File: config.mk
export PLATFORM = sky130hd
export DESIGN_NAME = power_button_supply_control
export DESIGN_NICKNAME = d
export VERILOG_FILES = /design/src/include/power_button_pkg.sv /design/src/include/button_if.sv /design/src/core/button_debounce.sv /design/src/core/power_button_supply_control.sv
export VERILOG_INCLUDE_DIRS = /design/src /design/src/include
export SDC_FILE = /design/constraint.sdc
export NUM_CORES = 1
export LEC_CHECK = 0
export BUFFER_PORTS_ARGS = -buffer_cell sky130_fd_sc_hd__buf_2
export CORE_ASPECT_RATIO = 1.5
export CORE_UTILIZATION = 62
export DETAILED_ROUTE_END_ITERATION = 12
export PLACE_DENSITY = 0.95
export SLEW_MARGIN = 10
export SYNTH_ARGS = -nofsm -noshare
export SYNTH_HDL_FRONTEND = slang
export SYNTH_SLANG_ARGS = --single-unit
export TNS_END_PERCENT = 50
File: constraint.sdc
create_clock -name clk -period 7.3 [get_ports clk]
set_clock_uncertainty 0.15 [all_clocks]
set_input_delay 0 -clock clk [delete_from_list [all_inputs] [get_ports clk]]
set_output_delay 0 -clock clk [all_outputs]
set_load 0.02 [all_outputs]
File: src/include/power_button_map.svh
// Register map, field positions and timing counts for the power button block
`ifndef POWER_BUTTON_MAP_SVH
`define POWER_BUTTON_MAP_SVH

// Timing
`define PB_CLK_MHZ           125
`define PB_GUARD_TIME_S      4
`define PB_DEBOUNCE_TIME_US  10000
`define PB_GUARD_CYCLES      (`PB_GUARD_TIME_S * `PB_CLK_MHZ * 1000000)
`define PB_DEBOUNCE_CYCLES   (`PB_DEBOUNCE_TIME_US * `PB_CLK_MHZ)

// Register byte offsets
`define PB_REG_CTRL          8'h00
`define PB_REG_STATUS        8'h04
`define PB_REG_SMI_SRC       8'h08
`define PB_REG_INT_STATUS    8'h0c
`define PB_REG_INT_MASK      8'h10

// Control fields
`define PB_CTRL_ACPI_EN      0

// Status fields
`define PB_STATUS_BTN        0
`define PB_STATUS_SUPPLY_ON  1
`define PB_STATUS_GUARD      2
`define PB_STATUS_PRESSED    3

// Interrupt source fields
`define PB_SMI_SRC_BTN       0

// Interrupt event fields
`define PB_INT_POWER_ON      0
`define PB_INT_POWER_OFF     1
`define PB_INT_ACPI_PRESS    2
`define PB_INT_GUARD_EXPIRE  3
`define PB_INT_WIDTH         4

// Bus responses
`define PB_RESP_OKAY         2'h0
`define PB_RESP_SLVERR       2'h2

`endif

File: src/include/power_button_pkg.sv
// Types shared by the power button block
package power_button_pkg;

  typedef enum logic {
    st_off,
    st_on
  } power_state_type;

endpackage

File: src/include/button_if.sv
// Debounced button level and edge pulses between debouncer and controller
`timescale 1ns/1ns
`default_nettype none

interface button_if;
  logic pressed;
  logic press;
  logic release_evt;

  modport src (
    output pressed,
    output press,
    output release_evt
  );

  modport dst (
    input pressed,
    input press,
    input release_evt
  );
endinterface

`default_nettype wire

File: src/core/button_debounce.sv
// Synchroniser and debouncer for the active-low power button
`timescale 1ns/1ns
`default_nettype none
`include "power_button_map.svh"

module button_debounce #(
  parameter int unsigned DEBOUNCE_CYCLES = `PB_DEBOUNCE_CYCLES
) (
  // Clock and reset
  input  wire logic clk,
  input  wire logic rst,
  // Button pin
  input  wire logic button_n,
  // Debounced button
  button_if.src     btn
);

  logic        sync1_q;
  logic        sync2_q;
  logic        pressed_q;
  logic        press_q;
  logic        release_q;
  logic [31:0] cnt_q;
  logic        differs;
  logic        settle;

  assign differs = (~sync2_q) != pressed_q;
  assign settle  = differs && (cnt_q == 32'(DEBOUNCE_CYCLES - 1));

  always_ff @(posedge clk or posedge rst) begin
    if (rst) begin
      sync1_q <= 1'b1;
      sync2_q <= 1'b1;
    end else begin
      sync1_q <= button_n;
      sync2_q <= sync1_q;
    end
  end

  always_ff @(posedge clk or posedge rst) begin
    if (rst) begin
      cnt_q <= 32'h0000_0000;
    end else if (!differs || settle) begin
      cnt_q <= 32'h0000_0000;
    end else begin
      cnt_q <= cnt_q + 32'h0000_0001;
    end
  end

  // Falling edge of pin gives press
  always_ff @(posedge clk or posedge rst) begin
    if (rst) begin
      pressed_q <= 1'b0;
      press_q   <= 1'b0;
      release_q <= 1'b0;
    end else begin
      pressed_q <= settle ? ~pressed_q : pressed_q;
      press_q   <= settle && !pressed_q;
      release_q <= settle && pressed_q;
    end
  end

  assign btn.pressed     = pressed_q;
  assign btn.press       = press_q;
  assign btn.release_evt = release_q;

endmodule

`default_nettype wire

File: src/core/power_button_supply_control.sv
// Power button to supply on-request controller with AXI4-Lite registers
//
// Local design decisions: the register offsets and register access over AXI4-Lite.
`timescale 1ns/1ns
`default_nettype none
`include "power_button_map.svh"

module power_button_supply_control #(
  parameter int unsigned GUARD_CYCLES    = `PB_GUARD_CYCLES,
  parameter int unsigned DEBOUNCE_CYCLES = `PB_DEBOUNCE_CYCLES
) (
  // Clock and reset
  input  wire logic        clk,
  input  wire logic        rst,
  // Button and supply
  input  wire logic        button_n,
  output logic             supply_on_request,
  output logic             system_mgmt_interrupt_n,
  output logic             irq,
  // AXI4-Lite write
  input  wire logic [7:0]  s_axi_awaddr,
  input  wire logic        s_axi_awvalid,
  output logic             s_axi_awready,
  input  wire logic [31:0] s_axi_wdata,
  input  wire logic [3:0]  s_axi_wstrb,
  input  wire logic        s_axi_wvalid,
  output logic             s_axi_wready,
  output logic [1:0]       s_axi_bresp,
  output logic             s_axi_bvalid,
  input  wire logic        s_axi_bready,
  // AXI4-Lite read
  input  wire logic [7:0]  s_axi_araddr,
  input  wire logic        s_axi_arvalid,
  output logic             s_axi_arready,
  output logic [31:0]      s_axi_rdata,
  output logic [1:0]       s_axi_rresp,
  output logic             s_axi_rvalid,
  input  wire logic        s_axi_rready
);

  button_if btn ();

  button_debounce #(
    .DEBOUNCE_CYCLES (DEBOUNCE_CYCLES)
  ) u_debounce (
    .button_n (button_n),
    .clk      (clk),
    .rst      (rst),
    .btn      (btn.src)
  );

  power_button_pkg::power_state_type state_q;

  logic                     acpi_en_q;
  logic                     btn_status_q;
  logic                     smi_src_q;
  logic                     guard_active_q;
  logic [31:0]              guard_cnt_q;
  logic [31:0]              hold_cnt_q;
  logic [`PB_INT_WIDTH-1:0] int_status_q;
  logic [`PB_INT_WIDTH-1:0] int_mask_q;
  logic [`PB_INT_WIDTH-1:0] int_set;
  logic                     aw_held_q;
  logic                     w_held_q;
  logic [7:0]               awaddr_q;
  logic [31:0]              wdata_q;
  logic [3:0]               wstrb_q;
  logic                     bvalid_q;
  logic [1:0]               bresp_q;
  logic                     rvalid_q;
  logic [1:0]               rresp_q;
  logic [31:0]              rdata_q;
  logic [31:0]              rd_word;
  logic                     rd_hit;
  logic                     wr_hit;
  logic                     wr_fire;
  logic                     wr_low;
  logic                     on_acpi;
  logic                     on_cause;
  logic                     acpi_press;
  logic                     plain_off;
  logic                     guard_expire;
  logic                     held_long;
  logic                     long_release;
  logic                     off_cause;
  logic                     clr_btn;
  logic                     clr_smi;

  // Event decode
  assign on_acpi      = (state_q == power_button_pkg::st_on) && acpi_en_q;
  assign on_cause     = (state_q == power_button_pkg::st_off) && btn.press;
  assign plain_off    = (state_q == power_button_pkg::st_on) && !acpi_en_q
                        && btn.press;
  assign guard_expire = guard_active_q && btn_status_q
                        && (guard_cnt_q == 32'(GUARD_CYCLES - 1));
  assign held_long    = hold_cnt_q == 32'(GUARD_CYCLES);
  assign long_release = on_acpi && btn.release_evt && held_long;
  assign off_cause    = plain_off || guard_expire || long_release;
  assign acpi_press   = on_acpi && btn.press && !off_cause;

  // Write decode
  assign wr_fire = aw_held_q && w_held_q && !bvalid_q;
  assign wr_low  = wr_fire && wstrb_q[0];
  assign clr_btn = wr_low && (awaddr_q == `PB_REG_STATUS)
                   && wdata_q[`PB_STATUS_BTN];
  assign clr_smi = wr_low && (awaddr_q == `PB_REG_SMI_SRC)
                   && wdata_q[`PB_SMI_SRC_BTN];

  always_ff @(posedge clk or posedge rst) begin
    if (rst) begin
      state_q <= power_button_pkg::st_off;
    end else begin
      unique case (state_q)
        power_button_pkg::st_off: begin
          if (on_cause) begin
            state_q <= power_button_pkg::st_on;
          end
        end
        power_button_pkg::st_on: begin
          if (off_cause) begin
            state_q <= power_button_pkg::st_off;
          end
        end
      endcase
    end
  end

  assign supply_on_request = state_q == power_button_pkg::st_on;

  always_ff @(posedge clk or posedge rst) begin
    if (rst) begin
      btn_status_q <= 1'b0;
    end else if (acpi_press) begin
      btn_status_q <= 1'b1;
    end else if (off_cause || clr_btn) begin
      btn_status_q <= 1'b0;
    end
  end

  always_ff @(posedge clk or posedge rst) begin
    if (rst) begin
      smi_src_q <= 1'b0;
    end else if (acpi_press) begin
      smi_src_q <= 1'b1;
    end else if (off_cause || clr_smi) begin
      smi_src_q <= 1'b0;
    end
  end

  assign system_mgmt_interrupt_n = ~smi_src_q;

  always_ff @(posedge clk or posedge rst) begin
    if (rst) begin
      guard_active_q <= 1'b0;
      guard_cnt_q    <= 32'h0000_0000;
    end else if (off_cause) begin
      guard_active_q <= 1'b0;
      guard_cnt_q    <= 32'h0000_0000;
    end else if (acpi_press) begin
      guard_active_q <= 1'b1;
      guard_cnt_q    <= 32'h0000_0000;
    end else if (clr_btn) begin
      guard_active_q <= 1'b0;
      guard_cnt_q    <= 32'h0000_0000;
    end else if (guard_active_q) begin
      guard_cnt_q    <= guard_cnt_q + 32'h0000_0001;
    end
  end

  always_ff @(posedge clk or posedge rst) begin
    if (rst) begin
      hold_cnt_q <= 32'h0000_0000;
    end else if (!(on_acpi && btn.pressed) || btn.press) begin
      hold_cnt_q <= 32'h0000_0000;
    end else if (!held_long) begin
      hold_cnt_q <= hold_cnt_q + 32'h0000_0001;
    end
  end

  // Control and interrupt mask registers
  always_ff @(posedge clk or posedge rst) begin
    if (rst) begin
      acpi_en_q  <= 1'b0;
      int_mask_q <= '0;
    end else if (wr_low) begin
      if (awaddr_q == `PB_REG_CTRL) begin
        acpi_en_q <= wdata_q[`PB_CTRL_ACPI_EN];
      end
      if (awaddr_q == `PB_REG_INT_MASK) begin
        int_mask_q <= wdata_q[`PB_INT_WIDTH-1:0];
      end
    end
  end

  // Sticky interrupt status, set wins over clear
  always_comb begin
    int_set = '0;
    int_set[`PB_INT_POWER_ON]     = on_cause;
    int_set[`PB_INT_POWER_OFF]    = off_cause;
    int_set[`PB_INT_ACPI_PRESS]   = acpi_press;
    int_set[`PB_INT_GUARD_EXPIRE] = guard_expire;
  end

  always_ff @(posedge clk or posedge rst) begin
    if (rst) begin
      int_status_q <= '0;
    end else if (wr_low && (awaddr_q == `PB_REG_INT_STATUS)) begin
      int_status_q <= (int_status_q & ~wdata_q[`PB_INT_WIDTH-1:0]) | int_set;
    end else begin
      int_status_q <= int_status_q | int_set;
    end
  end

  assign irq = |(int_status_q & int_mask_q);

  // Write channel capture
  assign s_axi_awready = !aw_held_q && !bvalid_q;
  assign s_axi_wready  = !w_held_q && !bvalid_q;

  always_ff @(posedge clk or posedge rst) begin
    if (rst) begin
      aw_held_q <= 1'b0;
      awaddr_q  <= 8'h00;
    end else if (s_axi_awvalid && s_axi_awready) begin
      aw_held_q <= 1'b1;
      awaddr_q  <= s_axi_awaddr;
    end else if (wr_fire) begin
      aw_held_q <= 1'b0;
    end
  end

  always_ff @(posedge clk or posedge rst) begin
    if (rst) begin
      w_held_q <= 1'b0;
      wdata_q  <= 32'h0000_0000;
      wstrb_q  <= 4'h0;
    end else if (s_axi_wvalid && s_axi_wready) begin
      w_held_q <= 1'b1;
      wdata_q  <= s_axi_wdata;
      wstrb_q  <= s_axi_wstrb;
    end else if (wr_fire) begin
      w_held_q <= 1'b0;
    end
  end

  assign wr_hit = (awaddr_q == `PB_REG_CTRL) || (awaddr_q == `PB_REG_STATUS)
                  || (awaddr_q == `PB_REG_SMI_SRC)
                  || (awaddr_q == `PB_REG_INT_STATUS)
                  || (awaddr_q == `PB_REG_INT_MASK);

  // Write response
  always_ff @(posedge clk or posedge rst) begin
    if (rst) begin
      bvalid_q <= 1'b0;
      bresp_q  <= `PB_RESP_OKAY;
    end else if (wr_fire) begin
      bvalid_q <= 1'b1;
      bresp_q  <= wr_hit ? `PB_RESP_OKAY : `PB_RESP_SLVERR;
    end else if (s_axi_bready) begin
      bvalid_q <= 1'b0;
    end
  end

  assign s_axi_bvalid = bvalid_q;
  assign s_axi_bresp  = bresp_q;

  // Read mux
  always_comb begin
    rd_word = 32'h0000_0000;
    rd_hit  = 1'b1;
    unique case (s_axi_araddr)
      `PB_REG_CTRL: begin
        rd_word[`PB_CTRL_ACPI_EN] = acpi_en_q;
      end
      `PB_REG_STATUS: begin
        rd_word[`PB_STATUS_BTN]       = btn_status_q;
        rd_word[`PB_STATUS_SUPPLY_ON] = supply_on_request;
        rd_word[`PB_STATUS_GUARD]     = guard_active_q;
        rd_word[`PB_STATUS_PRESSED]   = btn.pressed;
      end
      `PB_REG_SMI_SRC: begin
        rd_word[`PB_SMI_SRC_BTN] = smi_src_q;
      end
      `PB_REG_INT_STATUS: begin
        rd_word[`PB_INT_WIDTH-1:0] = int_status_q;
      end
      `PB_REG_INT_MASK: begin
        rd_word[`PB_INT_WIDTH-1:0] = int_mask_q;
      end
      default: begin
        rd_hit = 1'b0;
      end
    endcase
  end

  assign s_axi_arready = !rvalid_q;

  always_ff @(posedge clk or posedge rst) begin
    if (rst) begin
      rvalid_q <= 1'b0;
      rresp_q  <= `PB_RESP_OKAY;
      rdata_q  <= 32'h0000_0000;
    end else if (s_axi_arvalid && s_axi_arready) begin
      rvalid_q <= 1'b1;
      rresp_q  <= rd_hit ? `PB_RESP_OKAY : `PB_RESP_SLVERR;
      rdata_q  <= rd_word;
    end else if (s_axi_rready) begin
      rvalid_q <= 1'b0;
    end
  end

  assign s_axi_rvalid = rvalid_q;
  assign s_axi_rresp  = rresp_q;
  assign s_axi_rdata  = rdata_q;
endmodule

`default_nettype wire

After elaboration in Yosys (flattened, before gate mapping)
Cells that the tools add are included.

Flip-flop bits (word level): 139. Output and inout bits: 44. Input port bits: 60.

Multiplexer cells: 30. Reductions and logical operators: 60. Bitwise gates (word level): 9. Eq/ne operators: 13. Add/subtract/negate cells: 3.

Operators with widths (count): $mux 32 (7); $add 32x1->32 const B (3); $eq 32x29->1 const B (2); $eq 32x21->1 const B (1); $eq 8x4->1 const B (4); $logic_and 1x1->1 (27); $mux 1 (17); $eq 8x3->1 const B (2); $eq 8x5->1 const B (2); $logic_not 8->1 (2); $reduce_bool 2->1 (6); $logic_or 1x1->1 (10); $logic_not 1->1 (9); $pmux 3 s3 (1); $and 4x4->4 (2); $or 4x4->4 (2); $pmux 1 s5 (1); $reduce_or 5->1 (1); $mux 2 (2); $mux 4 (1); $not 1->1 (4); $not 4->4 (1); $reduce_and 2->1 (2); $reduce_bool 4->1 (1); other kinds (5) (5).

Depth between registers and ports, before layout
Depth after elaboration: 9. Gate-level depth with buffers: 8.

Hierarchy
From an unflattened synthesis, not the netlist that was laid out.

Cells, all modules: 724. Area total of the unflattened synthesis: 7055.5 um2.

By module, submodules not included: power_button_supply_control (seq. area each 2502.4 um2, cells each 525, times used 1, area an instance 5157.4 um2); button_debounce (seq. area each 928.4 um2, cells each 199, times used 1, area an instance 1898.1 um2).

Worst setup path before layout
Ideal clock, no wire load.

Path type: reg2reg. From: reg hold_cnt_q[4]. To: reg guard_cnt_q[0]. Cell stages (with the launch flop): 7. Period minus slack after synthesis: 2.536 ns. Slack: 4.764 ns. Arrival time: 2.267 ns. Required time: 7.031 ns. Path through: dfrtp_1 > or4b_1 > or4_4 > or3_4 > o211ai_4 > buf_6 > nor2_1.

Word-level cells in the longest chain between the ends: 7.

Ends and longest elaborated chain: from (decl) (line power_button_supply_control.sv:59) `logic [31:0] hold_cnt_q;`; from (signal assigned) (line power_button_supply_control.sv:176) `hold_cnt_q <= hold_cnt_q + 32'h0000_0001;`; $eq 32x29->1 (*) (line power_button_supply_control.sv:96) `assign held_long = hold_cnt_q == 32'(GUARD_CYCLES);`; $logic_and 1x1->1 (*) (line power_button_supply_control.sv:97) `assign long_release = on_acpi && btn.release_evt && held_long;`; $logic_or 1x1->1 (*) (line power_button_supply_control.sv:98) `assign off_cause = plain_off || guard_expire || long_release;`; $logic_not 1->1 (line power_button_supply_control.sv:99) `assign acpi_press = on_acpi && btn.press && !off_cause;`; $logic_and 1x1->1 (line power_button_supply_control.sv:99); $mux 32 (line power_button_supply_control.sv:159) `end else if (acpi_press) begin`; $mux 32 (line power_button_supply_control.sv:156) `end else if (off_cause) begin`; to (signal assigned) (line power_button_supply_control.sv:166) `guard_cnt_q <= guard_cnt_q + 32'h0000_0001;`; to (decl) (line power_button_supply_control.sv:58) `logic [31:0] guard_cnt_q;`.

Every way passes the cells marked *; elsewhere a longest branch is shown, timed or not. A chain may end at the register's enable or synchronous reset.

Worst setup path after layout
From: reg hold_cnt_q[4]. To: reg guard_cnt_q[10].

Same word-level chain as after synthesis.

==> results_dict.tcl <==
set metrics [dict create \
    status "finished, final reports clean" \
    max_stage_delay_ns 0.73 \
    worstHoldPathType "primary input to register" \
    path_class "register to register" \
    portBuffers 42 \
    rsz0062_at_grt "false" \
    num_rows 46 \
    synth_edf_count 0 \
    synth.top_cell.area_share_pct 49.4 \
    fmax_ghz 0.297 \
    clk_pin_slew_ns 0.07 \
    max_cap_violations 0 \
    cp_data_arrival_time_ns 3.45 \
    cp-end-kind "register" \
    cp-start-kind "register" \
    wirelength_microns 20700 \
    setup_viol 0 \
    avgSynthCellArea_sq_um 10.0 \
    final_antenna_net_count 0 \
    first_pass_iters 7 \
    leakage_nw 3.50 \
    area_growth_syn_to_layout_pct 15.4 \
    place_hpwl_microns 10100 \
    synth-seq-cells 137 \
    fin_crit_sh_pct 46.2 \
    ys_warn_count 0 \
    cts_tree "yes" \
    synth.largest_area_cell "dfrtp_1" \
    nets 817 \
    cts_buffer_depth 2 \
    worstPathRequired_ns 7.38 \
    dp_slack_ns 4.24 \
    worst_pin_slew_ns 1.22 \
    crit_family "simple AND/OR/NAND/NOR gates" \
    die_w_microns 87.8 \
    design_area_sq_mm 0.00790 \
    cp_num_buf_inv 0 \
    grtUsageTotal_pct 40.5 \
    cts_buffers 17 \
    h-tree-depth 4 \
    drcViolationCount 0 \
    core_sq_mm 0.0106 \
    placed_area_sq_mm 0.00705 \
    vias 6122 \
    initial_core_util_pct 64.3 \
    synthArstFlopShare_pct 100 \
    finalSetupTns_ns 0 \
    ios 104 \
    clock_sinks 137 \
    min_period_ns 3.37 \
    syn_inst 684 \
    gp_congestion 0.817 \
    die_area_sq_mm 0.0115 \
    routedWlPerCell_microns 22.7 \
    worstPathCellList "or4b_1 > or4_4 > or3_4 > o211ai_4 > nor2_1" \
    maxSlewHeadroom_pct 18.8 \
    peakVddDrop_mv 0.164 \
    grt_max_degree 77 \
    cts_root_buf "clkbuf_16" \
    drv_slew 0 \
    synthFlopType "dfrtp_1" \
    crit_fanout 32 \
    postCtsSetupRepairBufs 0 \
    worst_slack_ns 3.93 \
    routed_via_density 6.72 \
    synth_top_cells_by_area "dfrtp_1, xor2_1, nor2_1" \
    antenna_found_initial 3 \
    yosysUniqueCellTypes 49 \
    syn-cell-area_sq_mm 0.00684 \
    grt-ovfl-total 0 \
    ys_seq_area_share_pct 50.1 \
    drtIter0Drc 753 \
    drive_above_1_share_pct 13.6 \
    clk_latency_ns 0.44 \
    power_density_mw_per_mm2 252 \
    crit_slowest_cell "o211ai_4" \
    nFillCells 587 \
    grt_pass1_wl_microns 34100 \
    grt_pass1_vias 6476 \
    finalHoldViolCount 0 \
    die_h_microns 131 \
]
-- stage by stage --
| step | utilization [%] | power [mW] | std cells | hold WS [ns] |
|---|---|---|---|---|
| detailed placement | 66.2 | 1.07 | 853 | -0.0424 |
| finish | 74.2 | 1.99 | 911 | 0.00153 |
| global placement | 66.2 | 1.05 | 853 | -0.0445 |
| CTS | 74.1 | 1.95 | 909 | 0.00639 |
| global route | 74.2 | 2.04 | 911 | 0.0430 |
| floorplan | - | 1.02 | 713 | -0.146 |
-- layer usage --
layer	vias up	part of all wire [%]	wire length, microns	GRT usage (%)
met3	203	9.1	1890	20.2
li1	2454	-	-	-
met4	2	8.7	1810	32.0
met1	2961	32	6570	39.0
met2	502	50	10400	64.2
met5	-	0.063	13	7.27
-- worst reg2reg max path: cells and delay by family (launching register included) --
family	cells	cell delay [ns]
and+or+nand+nor	4	1.86
AOI/OAI and AO/OA	1	0.73
DFF	1	0.44
-- flip-flops by register name, indices dropped and copies added, names as in the netlist, 4 cells and up --
signal and flops:
int_status_q 4, int_mask_q 4, u_debounce.cnt_q 32, wdata_q 4
hold_cnt_q 32, awaddr_q 8, s_axi_rdata 4, guard_cnt_q 32
-- power by group --
part / internal, mW / switching [mW] / total [mW] / leakage, nW
logic: 0.0881 / 0.133 / 0.221 / 1.35
clock network: 0.544 / 0.343 / 0.887 / 0.286
registers: 0.817 / 0.0677 / 0.884 / 1.86
total: 1.45 / 0.544 / 1.99 / 3.50
-- Yosys cell counts (2+ instances only) --
master and number:
buf_6 3, clkbuf_1 15, o21ai_0 14, or4b_1 2, o21a_1 2, nor2_1 101, nand2b_1 2, nor4b_1 6
dfrtp_1 135, mux2_2 18, nor3b_1 2, o31ai_1 4, a22oi_1 4, mux2i_1 6, nand4b_1 4, and3_1 17
nor2b_1 5, a2bb2oi_1 3, nand4_1 38, xnor2_1 20, nand2_1 53, and4_1 9, a21oi_1 11, ha_1 4
nand3_1 38, nor3_1 9, and2_1 5, xor2_1 65, nor2_2 2, buf_4 30, or3_1 6, nand3b_1 2
or4_1 7, dfstp_2 2, inv_1 14, nor4_1 13
-- worst paths after layout --
kind | endpoint | startpoint | cells past startpoint | slack (ns)
min in group asynchronous | hold_cnt_q[5] | rst | 3 | 0.11
min | s_axi_rdata[1] | s_axi_araddr[4] | 5 | 0.002
min reg2reg | u_debounce.sync2_q | u_debounce.sync1_q | 0 | 0.22
max | guard_cnt_q[10] | hold_cnt_q[4] | 5 | 3.93
max in group asynchronous | u_debounce.cnt_q[6] | rst | 4 | 5.41
max reg2reg | guard_cnt_q[10] | hold_cnt_q[4] | 5 | 3.93
-- placed cells by master (no fill, tap or decap), drive strengths merged, types with 5 or more instances in the layout --
master and n:
xnor2 20, inv 15, or3 7, and2 5, o21ai 15, conb 30
dfrtp 135, nor4 13, nand4 38, nand2 53, and3 18, nand3 38
nor3 9, nor2 103, and4 9, clkbuf 20, mux2 18, nor4b 6
nor2b 5, xor2 65, or4 8, clkinv 5, mux2i 6, a21oi 11
dlygate4sd3 25, buf 46
-- cell type report --
cell class	instances	area [sq um]	area share, %
Tap cell	144	180	2.28
Inverter	14	55.1	0.697
Sequential cell	137	3430	43.4
Timing Repair Buffer	71	490	6.21
Antenna cell	2	5.00	0.0634
Clock buffer	20	447	5.65
Clock inverter	11	146	1.85
Multi-Input combinational cell	512	3150	39.8
-- logic make-up (layout without fill, tap and decap cells) --
group,Yosys count,in the layout,share of synthesized area (%)
other cells,1,32,0.0548
fa+ha+maj,4,4,0.731
buf+inv,64,116,5.50
compound gates,44,44,4.24
flops,137,137,50.1
simple gates,324,324,24.3
mux,25,25,4.17
xor+xnor,85,85,10.9
-- what timing repair did --
action,CTS,global route
gates resized for setup,0,0
endpoints found under the hold margin,84,0
hold buffers,25,0
Power figures use the tool's default switching activity.
